[config.mk]
export PLATFORM = sky130hd
export DESIGN_NAME = cantbs_top
export DESIGN_NICKNAME = d
export VERILOG_FILES = /design/src/core/cantbs_pkg.sv /design/src/core/cantbs_top.sv
export VERILOG_INCLUDE_DIRS = /design/src /design/src/core
export SDC_FILE = /design/constraint.sdc
export NUM_CORES = 1
export LEC_CHECK = 0
export BUFFER_PORTS_ARGS = -buffer_cell sky130_fd_sc_hd__buf_2
export CORE_MARGIN = 2
export CORE_UTILIZATION = 45
export DETAILED_ROUTE_END_ITERATION = 16
export PLACE_DENSITY = 0.72
export SLEW_MARGIN = 5
export SYNTH_ARGS = -nofsm -noshare
export SYNTH_HDL_FRONTEND = slang
export SYNTH_SLANG_ARGS = --single-unit
export TNS_END_PERCENT = 50
[constraint.sdc]
create_clock -name core_clk -period 4.45 [get_ports core_clk]
set_input_delay 0.6675 -clock core_clk [delete_from_list [all_inputs] [get_ports core_clk]]
set_output_delay 0.6675 -clock core_clk [all_outputs]
set_load 0.02 [all_outputs]
[src/core/cantbs_cfg.svh]
`ifndef CANTBS_CFG_SVH
`define CANTBS_CFG_SVH
`define CANTBS_NBUF        3
`define CANTBS_BUF_BYTES   14
`define CANTBS_BUF_STRIDE  16
`define CANTBS_CTRL_ADDR0  8'h30
`define CANTBS_CTRL_ADDR1  8'h40
`define CANTBS_CTRL_ADDR2  8'h50
`define CANTBS_PINCTL_ADDR 8'h0D
`define CANTBS_BIT_ABORTED_FLAG    6
`define CANTBS_BIT_LOST_ARBITRATION_FLAG    5
`define CANTBS_BIT_SEND_ERROR_FLAG   4
`define CANTBS_BIT_REQ     3
`define CANTBS_PRIO_HI     1
`define CANTBS_PRIO_LO     0
`define CANTBS_RTSM_LO     0
`define CANTBS_RTSM_HI     2
`define CANTBS_RTS_LO      3
`define CANTBS_RTS_HI      5
`define CANTBS_BYTE_RESET  8'h00
`define CANTBS_CTRL_RESET  8'h00
`endif

[src/core/cantbs_pkg.sv]
package cantbs_pkg;
  typedef struct packed {
    logic [7:0] addr;
    logic [7:0] wdata;
    logic       wr;
  } cantbs_wr_t;
  typedef struct packed {
    logic       done;
    logic       err;
    logic       lost;
  } cantbs_evt_t;
  typedef enum logic [1:0] {
    CANTBS_IDLE = 2'b00,
    CANTBS_SEND = 2'b01
  } cantbs_state_t;
endpackage

[src/core/cantbs_top.sv]
`timescale 1ns/100ps
`include "cantbs_cfg.svh"
// What this block does
// - three transmit buffers, fourteen bytes each: control, five id bytes, eight data.
// - before start of frame the highest priority queued buffer is chosen.
// - equal priority goes to the larger buffer number.
// - priority field 11 highest down to 00 lowest.
// - request set by host write or request pin; write may set priority too.
// - setting a request clears aborted, lost-arbitration and error flags.
// - request only marks ready; sending starts when the bus is available.
// - success clears request and pulses the done event for the interrupt logic.
// - error keeps request, sets error flag and pulses message-error event.
// - lost arbitration keeps request and sets the lost-arbitration flag.
// - request pin is digital input or trigger; falling edge sets request.
// - pin control register writes accepted only in configuration mode.
// - host clearing a request aborts it without setting the aborted flag.
// - abort-all bit aborts every pending message not yet begun until host clears it.
// - aborted flag set only by abort-all aborts.
// - once sending began, host clears of the request are ignored.
// - begun message hitting error or lost arbitration retries despite abort.
// - control bytes at addresses 30h, 40h and 50h.
module cantbs_top
(
  input  wire logic                 core_clk,
  input  wire logic                 resetn,
  input  wire cantbs_pkg::cantbs_wr_t host_wr,
  input  wire logic [7:0]           host_raddr,
  output logic [7:0]                host_rdata,
  input  wire logic                 config_mode,
  input  wire logic                 abort_all_bit,
  input  wire logic [2:0]           send_request_pin_n,
  input  wire logic                 bus_available,
  output logic                      start_frame,
  output logic [1:0]                send_buffer_index,
  input  wire cantbs_pkg::cantbs_evt_t engine_evt,
  output logic [2:0]                send_done_flag_set,
  output logic                      message_error_flag_set
);

  logic [7:0]                 buf_mem_q [`CANTBS_NBUF][`CANTBS_BUF_BYTES];
  logic [2:0]                 req_q;
  logic [1:0]                 prio_q [`CANTBS_NBUF];
  logic [2:0]                 aborted_flag_q;
  logic [2:0]                 lost_arbitration_flag_q;
  logic [2:0]                 send_error_flag_q;
  logic [2:0]                 rtsm_q;
  logic [2:0]                 pin_q;
  logic [2:0]                 pin_fall;
  cantbs_pkg::cantbs_state_t  state_q;
  logic [1:0]                 cur_q;
  logic                       start_q;
  logic [2:0]                 done_q;
  logic                       merr_q;
  logic [1:0]                 win;
  logic                       any_req;
  logic [2:0]                 host_set;
  logic [2:0]                 host_clr;
  logic [2:0]                 begun_q;

  function automatic logic [1:0] ctrl_index(input logic [7:0] a, output logic hit);
    hit = 1'b1;
    ctrl_index = 2'd0;
    if (a == `CANTBS_CTRL_ADDR0)
      ctrl_index = 2'd0;
    else if (a == `CANTBS_CTRL_ADDR1)
      ctrl_index = 2'd1;
    else if (a == `CANTBS_CTRL_ADDR2)
      ctrl_index = 2'd2;
    else
      hit = 1'b0;
  endfunction

  function automatic logic [7:0] ctrl_read(input int i);
    ctrl_read = `CANTBS_CTRL_RESET;
    ctrl_read[`CANTBS_BIT_ABORTED_FLAG]  = aborted_flag_q[i];
    ctrl_read[`CANTBS_BIT_LOST_ARBITRATION_FLAG]  = lost_arbitration_flag_q[i];
    ctrl_read[`CANTBS_BIT_SEND_ERROR_FLAG] = send_error_flag_q[i];
    ctrl_read[`CANTBS_BIT_REQ]   = req_q[i];
    ctrl_read[`CANTBS_PRIO_HI:`CANTBS_PRIO_LO] = prio_q[i];
  endfunction

  ////////////////////////////////////////////////////////////////////////////
  // host write decode
  always_comb
  begin
    host_set = 3'h0;
    host_clr = 3'h0;
    for (int i = 0; i < `CANTBS_NBUF; i++)
    begin
      if (host_wr.wr && host_wr.addr == `CANTBS_CTRL_ADDR0 + 8'(`CANTBS_BUF_STRIDE * i))
      begin
        host_set[i] = host_wr.wdata[`CANTBS_BIT_REQ];
        host_clr[i] = ~host_wr.wdata[`CANTBS_BIT_REQ];
      end
    end
  end

  ////////////////////////////////////////////////////////////////////////////
  // buffer storage, writable only while the buffer's request is clear
  always_ff @(posedge core_clk or negedge resetn)
  begin
    if (!resetn)
    begin
      for (int i = 0; i < `CANTBS_NBUF; i++)
        for (int j = 0; j < `CANTBS_BUF_BYTES; j++)
          buf_mem_q[i][j] <= `CANTBS_BYTE_RESET;
    end
    else if (host_wr.wr)
    begin
      for (int i = 0; i < `CANTBS_NBUF; i++)
        for (int j = 1; j < `CANTBS_BUF_BYTES; j++)
          if (host_wr.addr == `CANTBS_CTRL_ADDR0 + 8'(`CANTBS_BUF_STRIDE * i + j)
              && !req_q[i])
            buf_mem_q[i][j] <= host_wr.wdata;
    end
  end

  ////////////////////////////////////////////////////////////////////////////
  // request pins
  always_ff @(posedge core_clk or negedge resetn)
  begin
    if (!resetn)
      rtsm_q <= 3'h0;
    else if (host_wr.wr && host_wr.addr == `CANTBS_PINCTL_ADDR && config_mode)
      rtsm_q <= host_wr.wdata[`CANTBS_RTSM_HI:`CANTBS_RTSM_LO];
  end

  always_ff @(posedge core_clk or negedge resetn)
  begin
    if (!resetn)
      pin_q <= 3'h7;
    else
      pin_q <= send_request_pin_n;
  end

  assign pin_fall = pin_q & ~send_request_pin_n & rtsm_q;

  ////////////////////////////////////////////////////////////////////////////
  // priority selection
  always_comb
  begin
    win = 2'd0;
    any_req = 1'b0;
    for (int i = 0; i < `CANTBS_NBUF; i++)
    begin
      if (req_q[i] && (!abort_all_bit || begun_q[i])
          && (!any_req || prio_q[i] >= prio_q[win]))
      begin
        win = 2'(i);
        any_req = 1'b1;
      end
    end
  end

  ////////////////////////////////////////////////////////////////////////////
  // scheduler
  always_ff @(posedge core_clk or negedge resetn)
  begin
    if (!resetn)
    begin
      state_q <= cantbs_pkg::CANTBS_IDLE;
      cur_q <= 2'd0;
      start_q <= 1'b0;
    end
    else
    begin
      start_q <= 1'b0;
      unique case (state_q)
        cantbs_pkg::CANTBS_IDLE:
          if (any_req && bus_available)
          begin
            state_q <= cantbs_pkg::CANTBS_SEND;
            cur_q <= win;
            start_q <= 1'b1;
          end
        cantbs_pkg::CANTBS_SEND:
          if (engine_evt.done || engine_evt.err || engine_evt.lost)
            state_q <= cantbs_pkg::CANTBS_IDLE;
        default:
          state_q <= cantbs_pkg::CANTBS_IDLE;
      endcase
    end
  end

  ////////////////////////////////////////////////////////////////////////////
  // control and status flags
  always_ff @(posedge core_clk or negedge resetn)
  begin
    if (!resetn)
    begin
      req_q <= 3'h0;
      aborted_flag_q <= 3'h0;
      lost_arbitration_flag_q <= 3'h0;
      send_error_flag_q <= 3'h0;
      done_q <= 3'h0;
      merr_q <= 1'b0;
      begun_q <= 3'h0;
      for (int i = 0; i < `CANTBS_NBUF; i++)
        prio_q[i] <= 2'b00;
    end
    else
    begin
      done_q <= 3'h0;
      merr_q <= 1'b0;
      for (int i = 0; i < `CANTBS_NBUF; i++)
      begin
        logic busy;
        busy = (state_q == cantbs_pkg::CANTBS_SEND) && (cur_q == 2'(i));
        if (host_wr.wr && host_wr.addr == `CANTBS_CTRL_ADDR0 + 8'(`CANTBS_BUF_STRIDE * i)
            && !busy)
          prio_q[i] <= host_wr.wdata[`CANTBS_PRIO_HI:`CANTBS_PRIO_LO];
        if (busy && engine_evt.done)
          begun_q[i] <= 1'b0;
        else if (start_q && cur_q == 2'(i))
          begun_q[i] <= 1'b1;
        if (busy && engine_evt.done)
        begin
          req_q[i] <= 1'b0;
          done_q[i] <= 1'b1;
        end
        else if (busy && engine_evt.err)
        begin
          send_error_flag_q[i] <= 1'b1;
          merr_q <= 1'b1;
        end
        else if (busy && engine_evt.lost)
          lost_arbitration_flag_q[i] <= 1'b1;
        else if (!busy && (host_set[i] || pin_fall[i]) && !req_q[i])
        begin
          req_q[i] <= 1'b1;
          aborted_flag_q[i] <= 1'b0;
          lost_arbitration_flag_q[i] <= 1'b0;
          send_error_flag_q[i] <= 1'b0;
        end
        else if (!busy && !begun_q[i] && req_q[i] && abort_all_bit)
        begin
          req_q[i] <= 1'b0;
          aborted_flag_q[i] <= 1'b1;
        end
        else if (!busy && !begun_q[i] && host_clr[i])
          req_q[i] <= 1'b0;
      end
    end
  end

  // begun messages stay pending through aborts and retry after error or lost arbitration

  ////////////////////////////////////////////////////////////////////////////
  // outputs and read
  assign start_frame = start_q;
  assign send_buffer_index = cur_q;
  assign send_done_flag_set = done_q;
  assign message_error_flag_set = merr_q;

  always_comb
  begin
    logic       hit;
    logic [1:0] idx;
    hit = 1'b0;
    idx = ctrl_index(host_raddr, hit);
    host_rdata = `CANTBS_BYTE_RESET;
    if (hit)
      host_rdata = ctrl_read(int'(idx));
    else if (host_raddr == `CANTBS_PINCTL_ADDR)
      host_rdata = {2'b00, send_request_pin_n, rtsm_q};
    else
      for (int i = 0; i < `CANTBS_NBUF; i++)
        for (int j = 1; j < `CANTBS_BUF_BYTES; j++)
          if (host_raddr == `CANTBS_CTRL_ADDR0 + 8'(`CANTBS_BUF_STRIDE * i + j))
            host_rdata = buf_mem_q[i][j];
  end

  ////////////////////////////////////////////////////////////////////////////
  // checks
  a_done_clears_req: assert property (@(posedge core_clk) disable iff (!resetn)
    (state_q == cantbs_pkg::CANTBS_SEND && engine_evt.done) |=> !req_q[cur_q])
    else $error("request not cleared on success");
  a_err_keeps_req: assert property (@(posedge core_clk) disable iff (!resetn)
    (state_q == cantbs_pkg::CANTBS_SEND && engine_evt.err && !engine_evt.done)
    |=> req_q[$past(cur_q)] && send_error_flag_q[$past(cur_q)] && merr_q)
    else $error("error did not keep request");
  a_lost_flag: assert property (@(posedge core_clk) disable iff (!resetn)
    (state_q == cantbs_pkg::CANTBS_SEND && engine_evt.lost && !engine_evt.done
     && !engine_evt.err) |=> lost_arbitration_flag_q[$past(cur_q)] && req_q[$past(cur_q)])
    else $error("lost arbitration not recorded");
  a_start_needs_bus: assert property (@(posedge core_clk) disable iff (!resetn)
    start_q |-> $past(bus_available) && $past(any_req))
    else $error("start without bus or request");
  a_start_prio: assert property (@(posedge core_clk) disable iff (!resetn)
    start_q |-> $past(prio_q[0]) <= $past(prio_q[win]) || !$past(req_q[0]))
    else $error("lower priority buffer chosen");
  a_begun_kept: assert property (@(posedge core_clk) disable iff (!resetn)
    (begun_q[0] && !engine_evt.done) |=> req_q[0])
    else $error("begun request dropped");
  a_pinctl_lock: assert property (@(posedge core_clk) disable iff (!resetn)
    !config_mode |=> $stable(rtsm_q))
    else $error("pin control changed outside configuration");
  a_busy_no_clear: assert property (@(posedge core_clk) disable iff (!resetn)
    (state_q == cantbs_pkg::CANTBS_SEND && !engine_evt.done)
    |=> req_q[$past(cur_q)])
    else $error("busy request cleared");
  a_aborted_flag_cause: assert property (@(posedge core_clk) disable iff (!resetn)
    $rose(aborted_flag_q[0]) |-> $past(abort_all_bit))
    else $error("aborted flag without abort-all");

endmodule

# Word-level counts from Yosys, hierarchy flattened
# Index checks and enable logic that the tools add are counted.
[word_totals]
out_inout_bits = 15
regBits = 348
[op_classes]
muxes = 128
n_reduce_logical = 178
eq_ne = 100
n_lt_le_gt_ge = 5
n_bitwise = 15
[ops]
columns = ["op", "count"]
rows = [
  ["$eq A8 B7 Y1 const B", 56],
  ["$mux W8", 41],
  ["$eq A8 B6 Y1 const B", 28],
  ["$logic_and A1 B1 Y1", 86],
  ["$reduce_and A2 Y1", 41],
  ["$mux W1", 70],
  ["$ge A32 B3 Y1 const B", 1],
  ["$not A2 Y32", 1],
  ["$reduce_and A3 Y1", 9],
  ["$reduce_bool A2 Y1", 12],
  ["$ne A2 B2 Y1 const B", 11],
  ["$mux W2", 10],
  ["$eq A8 B4 Y1 const B", 2],
  ["$logic_not A1 Y1", 12],
  ["$reduce_and A4 Y1", 3],
  ["$reduce_bool A4 Y1", 3],
  ["$logic_or A1 B1 Y1", 10],
  ["$not A1 Y1", 10],
  ["$bmux W1 S2", 4],
  ["$bmux W2 S2", 2],
  ["$and A3 B3 Y3", 2],
  ["$eq A2 B1 Y1 const B", 2],
  ["$ge A2 B2 Y1", 2],
  ["$logic_not A2 Y1", 2],
  ["6 further kinds", 6],
]

# Depth between registers and ports, before layout
# Gate-level depths: netlist of run 1.
[logic_depth]
depth_word = 42
mapped_depth = 12

# Least setup slack after synthesis of run 1
# No wires, ideal clock.
[synth_path]
kind = "input to output"
from = "in host_raddr[0]"
to = "out host_rdata[0]"
path_slack_ns = 1.228
n_path_buf = 2
arrival_ns = 2.554
path_stages = 9
cell_sequence = "buf_6 -> buf_6 -> or4b_4 -> a21oi_2 -> a21o_2 -> o211ai_1 -> a211oi_1 -> o21ai_1 -> a31oi_1"
[synth_via]
elab_chain_len = 42
[synth_rtl]
columns = ["item", "line_no", "text"]
rows = [
  ["from (decl)", "cantbs_top.sv:27", "input wire logic [7:0] host_raddr,"],
  ["$eq A8 B6 Y1", "cantbs_top.sv:269", "if (host_raddr == `CANTBS_CTRL_ADDR0 + 8'(`CANTBS_BUF_STRIDE * i + j))"],
  ["$mux W8 (39 in series)", "cantbs_top.sv:269", ""],
  ["$mux W8", "cantbs_top.sv:264", "else if (host_raddr == `CANTBS_PINCTL_ADDR)"],
  ["$mux W8 *", "cantbs_top.sv:262", "if (hit)"],
  ["to (decl)", "cantbs_top.sv:28", "output logic [7:0] host_rdata,"],
]
# Every way passes the cells marked *; elsewhere a longest branch is shown, timed or not. The select of a mux whose other input is x is not followed.

# Worst setup path in the final report of run 1
[layout_path]
from = "in host_raddr[0]"
to = "out host_rdata[3]"
# The elaborated chain is that of the path after synthesis.

==> flow_metrics.py, run 1 <==
metrics = {
    "status": {
        "status": "finished, final reports clean",
    },
    "run": {
        "max_cap_violations": 0,
    },
    "clock_network": {
        "cts_resized": 0,
        "cts.htree.levels": 2,
        "numCtsBuffers": 39,
        "path_clk_slew_ns": 0.05,
        "clock_latency_ns": 0.55,
        "cts_num_sinks": 347,
        "post_cts_buffers": 0,
        "cts-root-buf": "clkbuf_16",
        "holdBufCountCts": 0,
        "clk_path_buf_depth": 3,
        "cts_tree": "done",
    },
    "setup_path": {
        "start_kind": "input port",
        "path_class": "input port to output port",
        "cp-end-kind": "output port",
        "worstPathArrival_ns": 3.66,
        "required_ns": 3.78,
        "critPathMaxFanout": 41,
    },
    "place": {
        "gp_congestion": 1.01,
        "dp_cells": 2089,
        "portBuffers": 50,
        "hpwlAfterDp_um": 40900,
        "pre_cts_ws_ns": 0.307,
    },
    "synth": {
        "syn_area_per_cell_um2": 11.2,
        "synth.area.top_cells": "dfrtp_1, mux2_2, o21ai_0",
        "synth_top_cell_area_share_pct": 49.0,
        "ys_ff_latch": 347,
        "ys_types": 91,
        "synthCells": 1570,
        "yosysSeqAreaShare_pct": 49.4,
        "synth_top_cell_by_area": "dfrtp_1",
        "ys_warn_count": 0,
        "synth_edf_count": 0,
        "async_reset_ff_share_pct": 100,
        "ys.flop_type": "dfrtp_1",
        "syn_nets": 1610,
        "syn_area_um2": 17600,
    },
    "floorplan": {
        "die_y_um": 202,
        "die_x_um": 202,
        "design.portCount": 51,
        "core-area_um2": 38600,
        "fp.dieArea_um2": 40700,
        "start_util_pct": 45.5,
        "rows": 72,
    },
    "layout": {
        "antennaDiodeCount": 0,
        "final_cells": 2156,
        "n_fill_cell": 3369,
        "nNetsFinal": 1652,
        "drive_gt1_share_pct": 32.6,
        "areaGrowthSynthToFinish_pct": 12.6,
    },
    "detailed_routing": {
        "drc_errors": 0,
        "wl_um": 59600,
        "vias": 14189,
        "antenna_left": 0,
        "drt-initial-drc-count": 1959,
        "dr.pass1.iters": 6,
        "wl_per_cell_um": 27.6,
        "via_per_inst": 6.58,
    },
    "timing": {
        "final.setup.tns_ns": 0,
        "clock_skew_ns": 0.0196,
        "relSlewSlack_pct": 20.6,
        "hold_viol_final": 0,
        "fin_crit_sh_pct": 97.2,
        "rsz0062_at_grt": "false",
        "timing.final.ws_setup_ns": 0.126,
        "fin_crit_ns": 4.32,
        "setup_viol": 0,
        "timing.fmax_ghz": 0.231,
        "worst_slew_pin_slew_ns": 1.18,
        "slew_violations": 0,
    },
    "grt": {
        "grt_pass1_vias": 14313,
        "grt_max_degree": 97,
        "antenna_found_initial": 1,
        "grt_pass1_wl_um": 90500,
        "grt_remaining_overflow": 0,
        "track_usage_pct": 29.4,
    },
    "power_and_ir_drop": {
        "ir_drop_uv": 209,
        "leakagePower_nw": 9.10,
        "power.density_nw_per_um2": 374,
    },
    "hold_path": {
        "hold_path.class": "input port to asynchronous set/reset pin",
    },
}
[placed cells by master (no fill, tap or decap), drive strengths merged, types with 5 or more instances in the layout]
cell	count
mux2	310
o311ai	5
clkinv	6
nand2	97
a31oi	17
nand3b	6
a221o	5
a22oi	14
nand2b	12
nor2	105
nor3	23
clkbuf	58
mux2i	23
a211oi	19
buf	113
a221oi	14
a21oi	80
and3	7
o21a	8
o21ai	93
o211ai	10
nor3b	8
a222oi	5
a21o	7
nor4	7
nor2b	20
o22ai	34
o31ai	6
a2bb2oi	7
dfrtp	344
or3	9
inv	29
o221ai	20
nand3	35
[state kept, by name (all words and copies together) (netlist names)]
name                     flops
send_done_flag_set           3
state_q                      1
send_buffer_index            2
pin_q                        3
aborted_flag_q               3
message_error_flag_set       1
begun_q                      3
buf_mem_q                  312
prio_q                       6
send_error_flag_q            3
start_frame                  1
rtsm_q                       3
req_q                        3
lost_arbitration_flag_q      3
[cells in the mapped netlist, types with 7 or more instances]
cell / instances
nand2_1: 97
nor2b_1: 20
or3_1: 9
inv_1: 28
o21ai_1: 7
nor3b_1: 7
nand3_1: 34
and3_1: 7
o21a_1: 8
o211ai_1: 10
mux2_2: 310
a211oi_1: 19
dfrtp_1: 344
a22oi_1: 14
a221oi_1: 13
o22ai_1: 33
mux2i_1: 23
a21oi_1: 78
clkbuf_1: 60
nor2_2: 22
nor3_1: 21
nor2_1: 83
o221ai_1: 20
buf_4: 7
nand2b_1: 12
a2bb2oi_1: 7
buf_2: 37
o21ai_0: 86
a31oi_1: 17
[layout make-up]
type | count | area [um2] | area share [%]
Inverter | 29 | 109 | 0.550
Tap cell | 518 | 648 | 3.28
Timing Repair Buffer | 113 | 801 | 4.05
Sequential cell | 347 | 8690 | 43.9
Clock inverter | 9 | 78.8 | 0.398
Multi-Input combinational cell | 1082 | 8280 | 41.8
Clock buffer | 58 | 1190 | 6.01
[path summary, 6_finish.rpt]
path	slack [ns]	endpoint	startpoint	cells past startpoint
max	0.13	host_rdata[3]	host_raddr[0]	10
min	0.18	send_done_flag_set[2]$_DFF_PN0_	resetn	1
max reg2reg	1.61	send_buffer_index[1]$_DFFE_PN0P_	req_q[1]$_DFFE_PN0P_	8
min reg2reg	0.48	buf_mem_q[115]$_DFFE_PN0P_	buf_mem_q[115]$_DFFE_PN0P_	2
max in group asynchronous	3.34	buf_mem_q[66]$_DFFE_PN0P_	resetn	2
min in group core_clk	0.26	pin_q[2]$_DFF_PN1_	send_request_pin_n[2]	1
[logic make-up after synthesis]
| kind of cell | Yosys count | share of synthesized area, % |
|---|---|---|
| AO/OA/AOI/OAI | 380 | 14.5 |
| XOR/XNOR | 1 | 0.0498 |
| adder cells (fa/ha/maj) | 4 | 0.285 |
| buffers and inverters | 141 | 3.55 |
| flip-flops | 347 | 49.4 |
| multiplexers | 333 | 21.2 |
| AND/OR/NAND/NOR | 364 | 11.0 |
[per-stage QoR]
stage | instance area [um2] | hold slack [ns] | utilization [%] | total power [mW]
3_5_place_dp | 18500 | 0.472 | 47.9 | 4.22
6_report | 19800 | 0.181 | 51.2 | 7.40
2_1_floorplan | 17600 | 0.372 | - | 3.89
5_1_grt | 19800 | 0.226 | 51.2 | 7.62
3_3_place_gp | 18500 | 0.462 | 47.9 | 4.20
4_1_cts | 19800 | 0.209 | 51.2 | 7.40
[per-layer routing]
layer	global-route usage [%]	wire [um]
met5	0	12
met4	13.1	2940
met3	7.61	6720
met2	44.5	26200
met1	39.7	23700
[power breakdown]
part	switching, mW	internal [mW]	total (mW)
registers	0.118	3.33	3.45
clock network	1.31	1.90	3.21
logic	0.476	0.263	0.739
total	1.91	5.49	7.40
[worst max-delay path, cell delays in order]
cell       delay, ns
buf_4           0.42
buf_4           0.38
nor2b_1         0.38
a2bb2oi_1       0.14
or3_1           0.34
a311oi_1        0.65
nor2_1          0.09
o2111a_1        0.19
o22ai_1         0.19
buf_2           0.21
Power figures use the tool's default switching activity.
==> run 2: changes to the inputs <==
CORE_UTILIZATION = 40   (was 45)
PLACE_DENSITY = 0.66   (was 0.72)
SLEW_MARGIN = 30   (was 5)
==> run 2 against run 1 <==
Via count fell by 1.3%. Register-to-register slack improved by 0.07 ns. Clock power rose by 10%.
==> flow_metrics.py, run 2 (synthesis results as in run 1) <==
metrics = {
    "timing": {
        "hold_viol_final": 0,
        "clock_skew_ns": 0.0113,
        "worst_slew_pin_slew_ns": 1.07,
        "whs_ns": 0.0258,
        "timing.fmax_ghz": 0.227,
        "final.setup.tns_ns": 0,
        "relSlewSlack_pct": 28.5,
        "fin_crit_sh_pct": 99.0,
        "slew_violations": 0,
        "rsz0062_at_grt": "false",
        "timing.final.ws_setup_ns": 0.0445,
        "fin_crit_ns": 4.41,
        "setup_viol": 0,
    },
    "detailed_routing": {
        "drt-initial-drc-count": 1565,
        "dr.pass1.iters": 5,
        "vias": 13998,
        "drc_errors": 0,
        "via_per_inst": 6.30,
        "wl_um": 62400,
        "antenna_left": 0,
        "wl_per_cell_um": 28.1,
    },
    "clock_network": {
        "holdBufCountCts": 0,
        "post_cts_buffers": 0,
        "clock_latency_ns": 0.56,
        "cts_num_sinks": 347,
        "clk_path_buf_depth": 3,
        "cts.htree.levels": 2,
        "path_clk_slew_ns": 0.06,
        "cts_resized": 0,
        "cts-root-buf": "clkbuf_16",
        "cts_tree": "done",
        "numCtsBuffers": 40,
    },
    "grt": {
        "track_usage_pct": 27.6,
        "grt_pass1_wl_um": 92600,
        "grt_remaining_overflow": 0,
        "antenna_found_initial": 0,
        "grt_max_degree": 123,
        "grt_pass1_vias": 13915,
    },
    "setup_path": {
        "crit_start": "host_raddr[2]",
        "cp-endpoint": "host_rdata[3]",
        "r2r_cells": 8,
        "start_kind": "input port",
        "critPathMaxFanout": 20,
        "rrSetupSlack_ns": 1.68,
        "required_ns": 3.78,
        "cp-end-kind": "output port",
        "r2r_end": "send_buffer_index[1]$_DFFE_PN0P_",
        "r2r_start": "req_q[1]$_DFFE_PN0P_",
        "worstPathArrival_ns": 3.74,
        "path_class": "input port to output port",
    },
    "layout": {
        "final_common_cell": "dfrtp_1",
        "drive_gt1_share_pct": 32.6,
        "reg_top3": "buf_mem_q (312), prio_q (6)",
        "largest_reg_flops": 312,
        "final_cell_mix": "dfrtp_1, mux2_2, nand2_1, o21ai_0, nor2_1",
        "n_fill_cell": 3960,
        "top_register": "buf_mem_q",
        "antennaDiodeCount": 0,
        "areaGrowthSynthToFinish_pct": 13.6,
        "final_cells": 2223,
        "nNetsFinal": 1653,
    },
    "hold_path": {
        "hold_path.class": "input port to asynchronous set/reset pin",
    },
    "power_and_ir_drop": {
        "power.density_nw_per_um2": 387,
        "ir_drop_uv": 228,
        "leakagePower_nw": 9.14,
    },
    "floorplan": {
        "die_x_um": 214,
        "fp.dieArea_um2": 45600,
        "rows": 76,
        "core-area_um2": 43300,
        "design.portCount": 51,
        "start_util_pct": 40.6,
        "die_y_um": 214,
    },
    "place": {
        "dp_cells": 2156,
        "portBuffers": 50,
        "hpwlAfterDp_um": 43000,
        "gp_congestion": 1.01,
        "pre_cts_ws_ns": 0.296,
    },
    "status": {
        "status": "finished, final reports clean",
    },
    "run": {
        "max_cap_violations": 0,
    },
}
## run 2: cell type report
cell class / count / area (um2) / area share (%)
multi-input combinational: 1082 / 8280 / 41.4
clock buffer: 53 / 1120 / 5.61
tap: 585 / 732 / 3.67
inverter: 29 / 109 / 0.545
timing repair buffer: 113 / 793 / 3.97
sequential: 347 / 8690 / 43.5
clock inverter: 14 / 253 / 1.27
## run 2: critical path, stage by stage
cell and delay (ns):
buf_2 0.27, buf_4 0.29, nor2b_1 0.59, nand2_1 0.37
nor2_1 0.17, a21oi_1 0.08, o31ai_1 0.65, o2111a_1 0.33
o22ai_1 0.10, buf_2 0.18
## run 2: worst min-delay path by stage
stage                                      end  slack (ns)  cells after the start
2_1_floorplan    aborted_flag_q[0]$_DFFE_PN0P_        0.37                      0
3_3_place_gp        buf_mem_q[123]$_DFFE_PN0P_        0.46                      2
3_5_place_dp        buf_mem_q[171]$_DFFE_PN0P_        0.48                      2
4_1_cts        send_done_flag_set[2]$_DFF_PN0_        0.04                      1
5_1_grt        send_done_flag_set[2]$_DFF_PN0_        0.05                      1
6_report       send_done_flag_set[2]$_DFF_PN0_        0.03                      1
## run 2: power breakdown
| group | internal [mW] | switching [mW] |
|---|---|---|
| Combinational | 0.262 | 0.483 |
| Sequential | 3.33 | 0.119 |
| Clock | 2.17 | 1.37 |
## run 2: through the flow
step                power [mW]  util, %  instance area [um2]
detailed placement        4.23     43.0                18600
finish                    7.73     46.2                20000
global placement          4.21     43.0                18600
global route              7.96     46.2                20000
floorplan                 3.89        -                17600
CTS                       7.73     46.2                20000
## run 2: layer usage
metal	routed length (um)	vias up	track usage (%)	share of wire, %
li1	-	5926	-	-
met1	26900	7154	38.7	43
met2	27300	761	42.0	44
met3	5980	157	6.87	9.6
met4	2220	0	8.62	3.6
met5	0	-	0	0
==> run 3: changes to the inputs <==
ABC_AREA = 1   (was unset)
==> run 3 against run 2 <==
Non-clock buffer count increased by 59. Highest routed layer unchanged. Final area decreased by 3.4%. Via count grew 2.1%. Clock skew increased by 0.019 ns. Power increased by 1.3%. Wire length shrank 21%. Sequential cell count unchanged. Clock power up 5%. Sequential share of layout area increased by 1.5 points. Critical endpoint is now host_rdata[5]. Critical path depth rose by 19. Clock-buffer cell count down 4. Combinational power fell by 17%.
==> flow_metrics.py, run 3 <==
metrics = {
    "status": {
        "status": "finished, final reports clean",
    },
    "synth": {
        "synth.area.top_cells": "dfrtp_1, nand2_1, o21ai_0",
        "synthCells": 2020,
        "ys.flop_type": "dfrtp_1",
        "synth_top_family_by_area": "simple AND/OR/NAND/NOR gates",
        "ys_types": 33,
        "async_reset_ff_share_pct": 100,
        "synth_edf_count": 0,
        "synth_top_cell_by_area": "dfrtp_1",
        "ys_ff_latch": 347,
        "synth.most_common_cell": "nand2_1",
        "synthTopCellsByCount": "nand2_1, dfrtp_1, o21ai_0, inv_1, nor2_1",
        "synth.area.mux_share_pct": 0,
        "ys_warn_count": 0,
        "synthAdderAreaFrac_pct": 0.314,
        "syn_nets": 2060,
        "synth_top_cell_area_share_pct": 54.0,
        "synth-compound-area-share_pct": 12.8,
        "syn_area_um2": 16000,
        "synthXorXnorAreaFrac_pct": 0,
        "syn_area_per_cell_um2": 7.90,
        "yosysSeqAreaShare_pct": 54.5,
        "synth_simple_gate_area_share_pct": 26.5,
    },
    "layout": {
        "final_cells": 2708,
        "n_fill_cell": 3733,
        "reg_top3": "buf_mem_q (312), prio_q (6)",
        "area.sequential_um2": 8690,
        "top_register": "buf_mem_q",
        "drive_gt1_share_pct": 15.5,
        "nNetsFinal": 2194,
        "antennaDiodeCount": 0,
        "final_common_cell": "nand2_1",
        "largest_reg_flops": 312,
        "final_cell_mix": "nand2_1, dfrtp_1, o21ai_0, inv_1, nor2_1",
        "multi_input_comb_area_um2": 6540,
        "areaGrowthSynthToFinish_pct": 20.9,
    },
    "power_and_ir_drop": {
        "leakagePower_nw": 8.98,
        "seqPwrFrac_pct": 44.9,
        "p_switching_mw": 1.92,
        "ir_drop_uv": 239,
        "combPwrFrac_pct": 7.9,
        "swShare_pct": 24.6,
        "clockPowerShare_pct": 47.2,
        "power.density_nw_per_um2": 406,
        "p_int_mw": 5.91,
    },
    "setup_path": {
        "rrSetupSlack_ns": 2.00,
        "required_ns": 3.78,
        "r2r_start": "prio_q[3]$_DFFE_PN0P_",
        "path_class": "input port to output port",
        "cp-end-kind": "output port",
        "critPathMaxStageDelay_ns": 0.18,
        "worstPathArrival_ns": 3.77,
        "critPathMaxFanout": 7,
        "cp_common_cell": "nand4_1",
        "start_kind": "input port",
        "slowest_stage": "buf_2",
        "r2r_cells": 11,
        "r2r_end": "send_buffer_index[0]$_DFFE_PN0P_",
    },
    "place": {
        "hpwlAfterDp_um": 33700,
        "dp_cells": 2618,
        "gp_congestion": 0.990,
        "portBuffers": 50,
        "pre_cts_ws_ns": -0.192,
    },
    "grt": {
        "antenna_found_initial": 0,
        "grt_pass1_wl_um": 78200,
        "grt_remaining_overflow": 0,
        "grt_pass1_vias": 13864,
        "track_usage_pct": 24.0,
        "grt_max_degree": 95,
    },
    "floorplan": {
        "die_x_um": 204,
        "rows": 73,
        "core-area_um2": 39500,
        "design.portCount": 51,
        "start_util_pct": 40.3,
        "die_y_um": 204,
        "fp.dieArea_um2": 41500,
    },
    "timing": {
        "rsz0062_at_grt": "true",
        "timing.final.ws_setup_ns": 0.0109,
        "setup_viol": 0,
        "hold_viol_final": 0,
        "fin_crit_sh_pct": 99.8,
        "timing.fmax_ghz": 0.225,
        "relSlewSlack_pct": 37.3,
        "clock_skew_ns": 0.0308,
        "worst_slew_pin_slew_ns": 0.940,
        "fin_crit_ns": 4.44,
        "slew_violations": 0,
    },
    "detailed_routing": {
        "drc_errors": 0,
        "wl_um": 49100,
        "wl_met1_um": 22400,
        "top_layer_used": "met4",
        "wl_per_cell_um": 18.1,
        "dr_wl_met2_um": 21500,
        "via_per_inst": 5.28,
        "dr_wl_met3_um": 3940,
        "vias": 14289,
        "antenna_left": 0,
        "dr.pass1.iters": 6,
        "drt-initial-drc-count": 1231,
    },
    "clock_network": {
        "holdBufCountCts": 0,
        "clock_latency_ns": 0.55,
        "clk_path_buf_depth": 3,
        "cts_num_sinks": 347,
        "cts-root-buf": "clkbuf_16",
        "numCtsBuffers": 39,
        "cts.htree.levels": 2,
        "cts_tree": "done",
        "path_clk_slew_ns": 0.06,
    },
    "run": {
        "max_cap_violations": 0,
    },
    "hold_path": {
        "hold_path.class": "input port to asynchronous set/reset pin",
    },
}
-- run 3: cell count changes in the layout (fill, tap and decap cells not counted), moves of 20 or more --
cell / change
nor2b_1: -20
or2_2: +27
mux2i_1: -23
nand4_1: +64
buf_4: +51
nor2_1: +36
o221ai_1: -20
a21oi_1: -43
inv_1: +129
o22ai_1: -30
mux2_2: -310
nand2_1: +590
nand2_2: +20
o21ai_0: +257
-- run 3: cells by family after synthesis --
kind of cell	count (synthesis)
AND/OR/NAND/NOR	1022
AO/OA/AOI/OAI	399
flip-flops	347
buffers and inverters	248
adder cells (fa/ha/maj)	4
-- run 3: per-layer routing --
| layer | vias up | GRT usage, % |
|---|---|---|
| met5 | - | 0 |
| met4 | 0 | 7.43 |
| met3 | 95 | 5.56 |
| met2 | 506 | 36.0 |
| met1 | 6907 | 34.5 |
| li1 | 6781 | - |
-- run 3: worst max path at each step --
stage	cells after the start	slack, ns	to	startpoint
2_1_floorplan	26	1.08	host_rdata[2]	host_raddr[6]
3_3_place_gp	31	-0.20	host_rdata[4]	host_raddr[6]
3_5_place_dp	31	-0.19	host_rdata[4]	host_raddr[6]
4_1_cts	28	-0.008	host_rdata[4]	host_raddr[2]
5_1_grt	31	-0.25	host_rdata[7]	host_raddr[2]
6_report	29	0.01	host_rdata[5]	host_raddr[0]
-- run 3: power by group through the flow --
| stage | sequential, mW | combinational, mW | clock (mW) |
|---|---|---|---|
| after global placement | 3.56 | 0.571 | 0 |
| final | 3.51 | 0.620 | 3.70 |
| after CTS | 3.51 | 0.611 | 3.74 |
| after detailed placement | 3.56 | 0.592 | 0 |
| after floorplan | 3.54 | 0.320 | 0 |
| after global routing | 3.54 | 0.702 | 3.87 |
-- run 3: critical path: cells and delay by family --
family                 cells  cell delay [ns]
buffers and inverters      6             0.70
and+or+nand+nor           23             2.41
-- run 3: through the flow --
step	utilization [%]	power (mW)	hold WS [ns]	instance area [um2]	TNS (ns)
4_1_cts	48.3	7.86	0.167	19100	-0.00776
2_1_floorplan	-	3.86	0.372	16000	0
3_5_place_dp	43.9	4.16	0.466	17400	-0.317
5_1_grt	48.8	8.11	0.200	19300	-1.25
3_3_place_gp	43.9	4.13	0.459	17400	-0.247
6_report	48.8	7.83	0.153	19300	0
-- run 3: timing repair --
item                       CTS  global route
pin swaps                   25            48
setup buffers               16             9
cloned                       0             0
setup endpoints to repair    2             7
resized for setup           48            47
-- run 3: layout make-up --
cell class              count  area share, %
repair buffers            172           6.71
inverters                 169           3.33
clock inverters            21           1.97
multi-input cells        1425           33.9
clock buffers              49           5.67
flip-flops and latches    347           45.0
well taps                 525           3.40
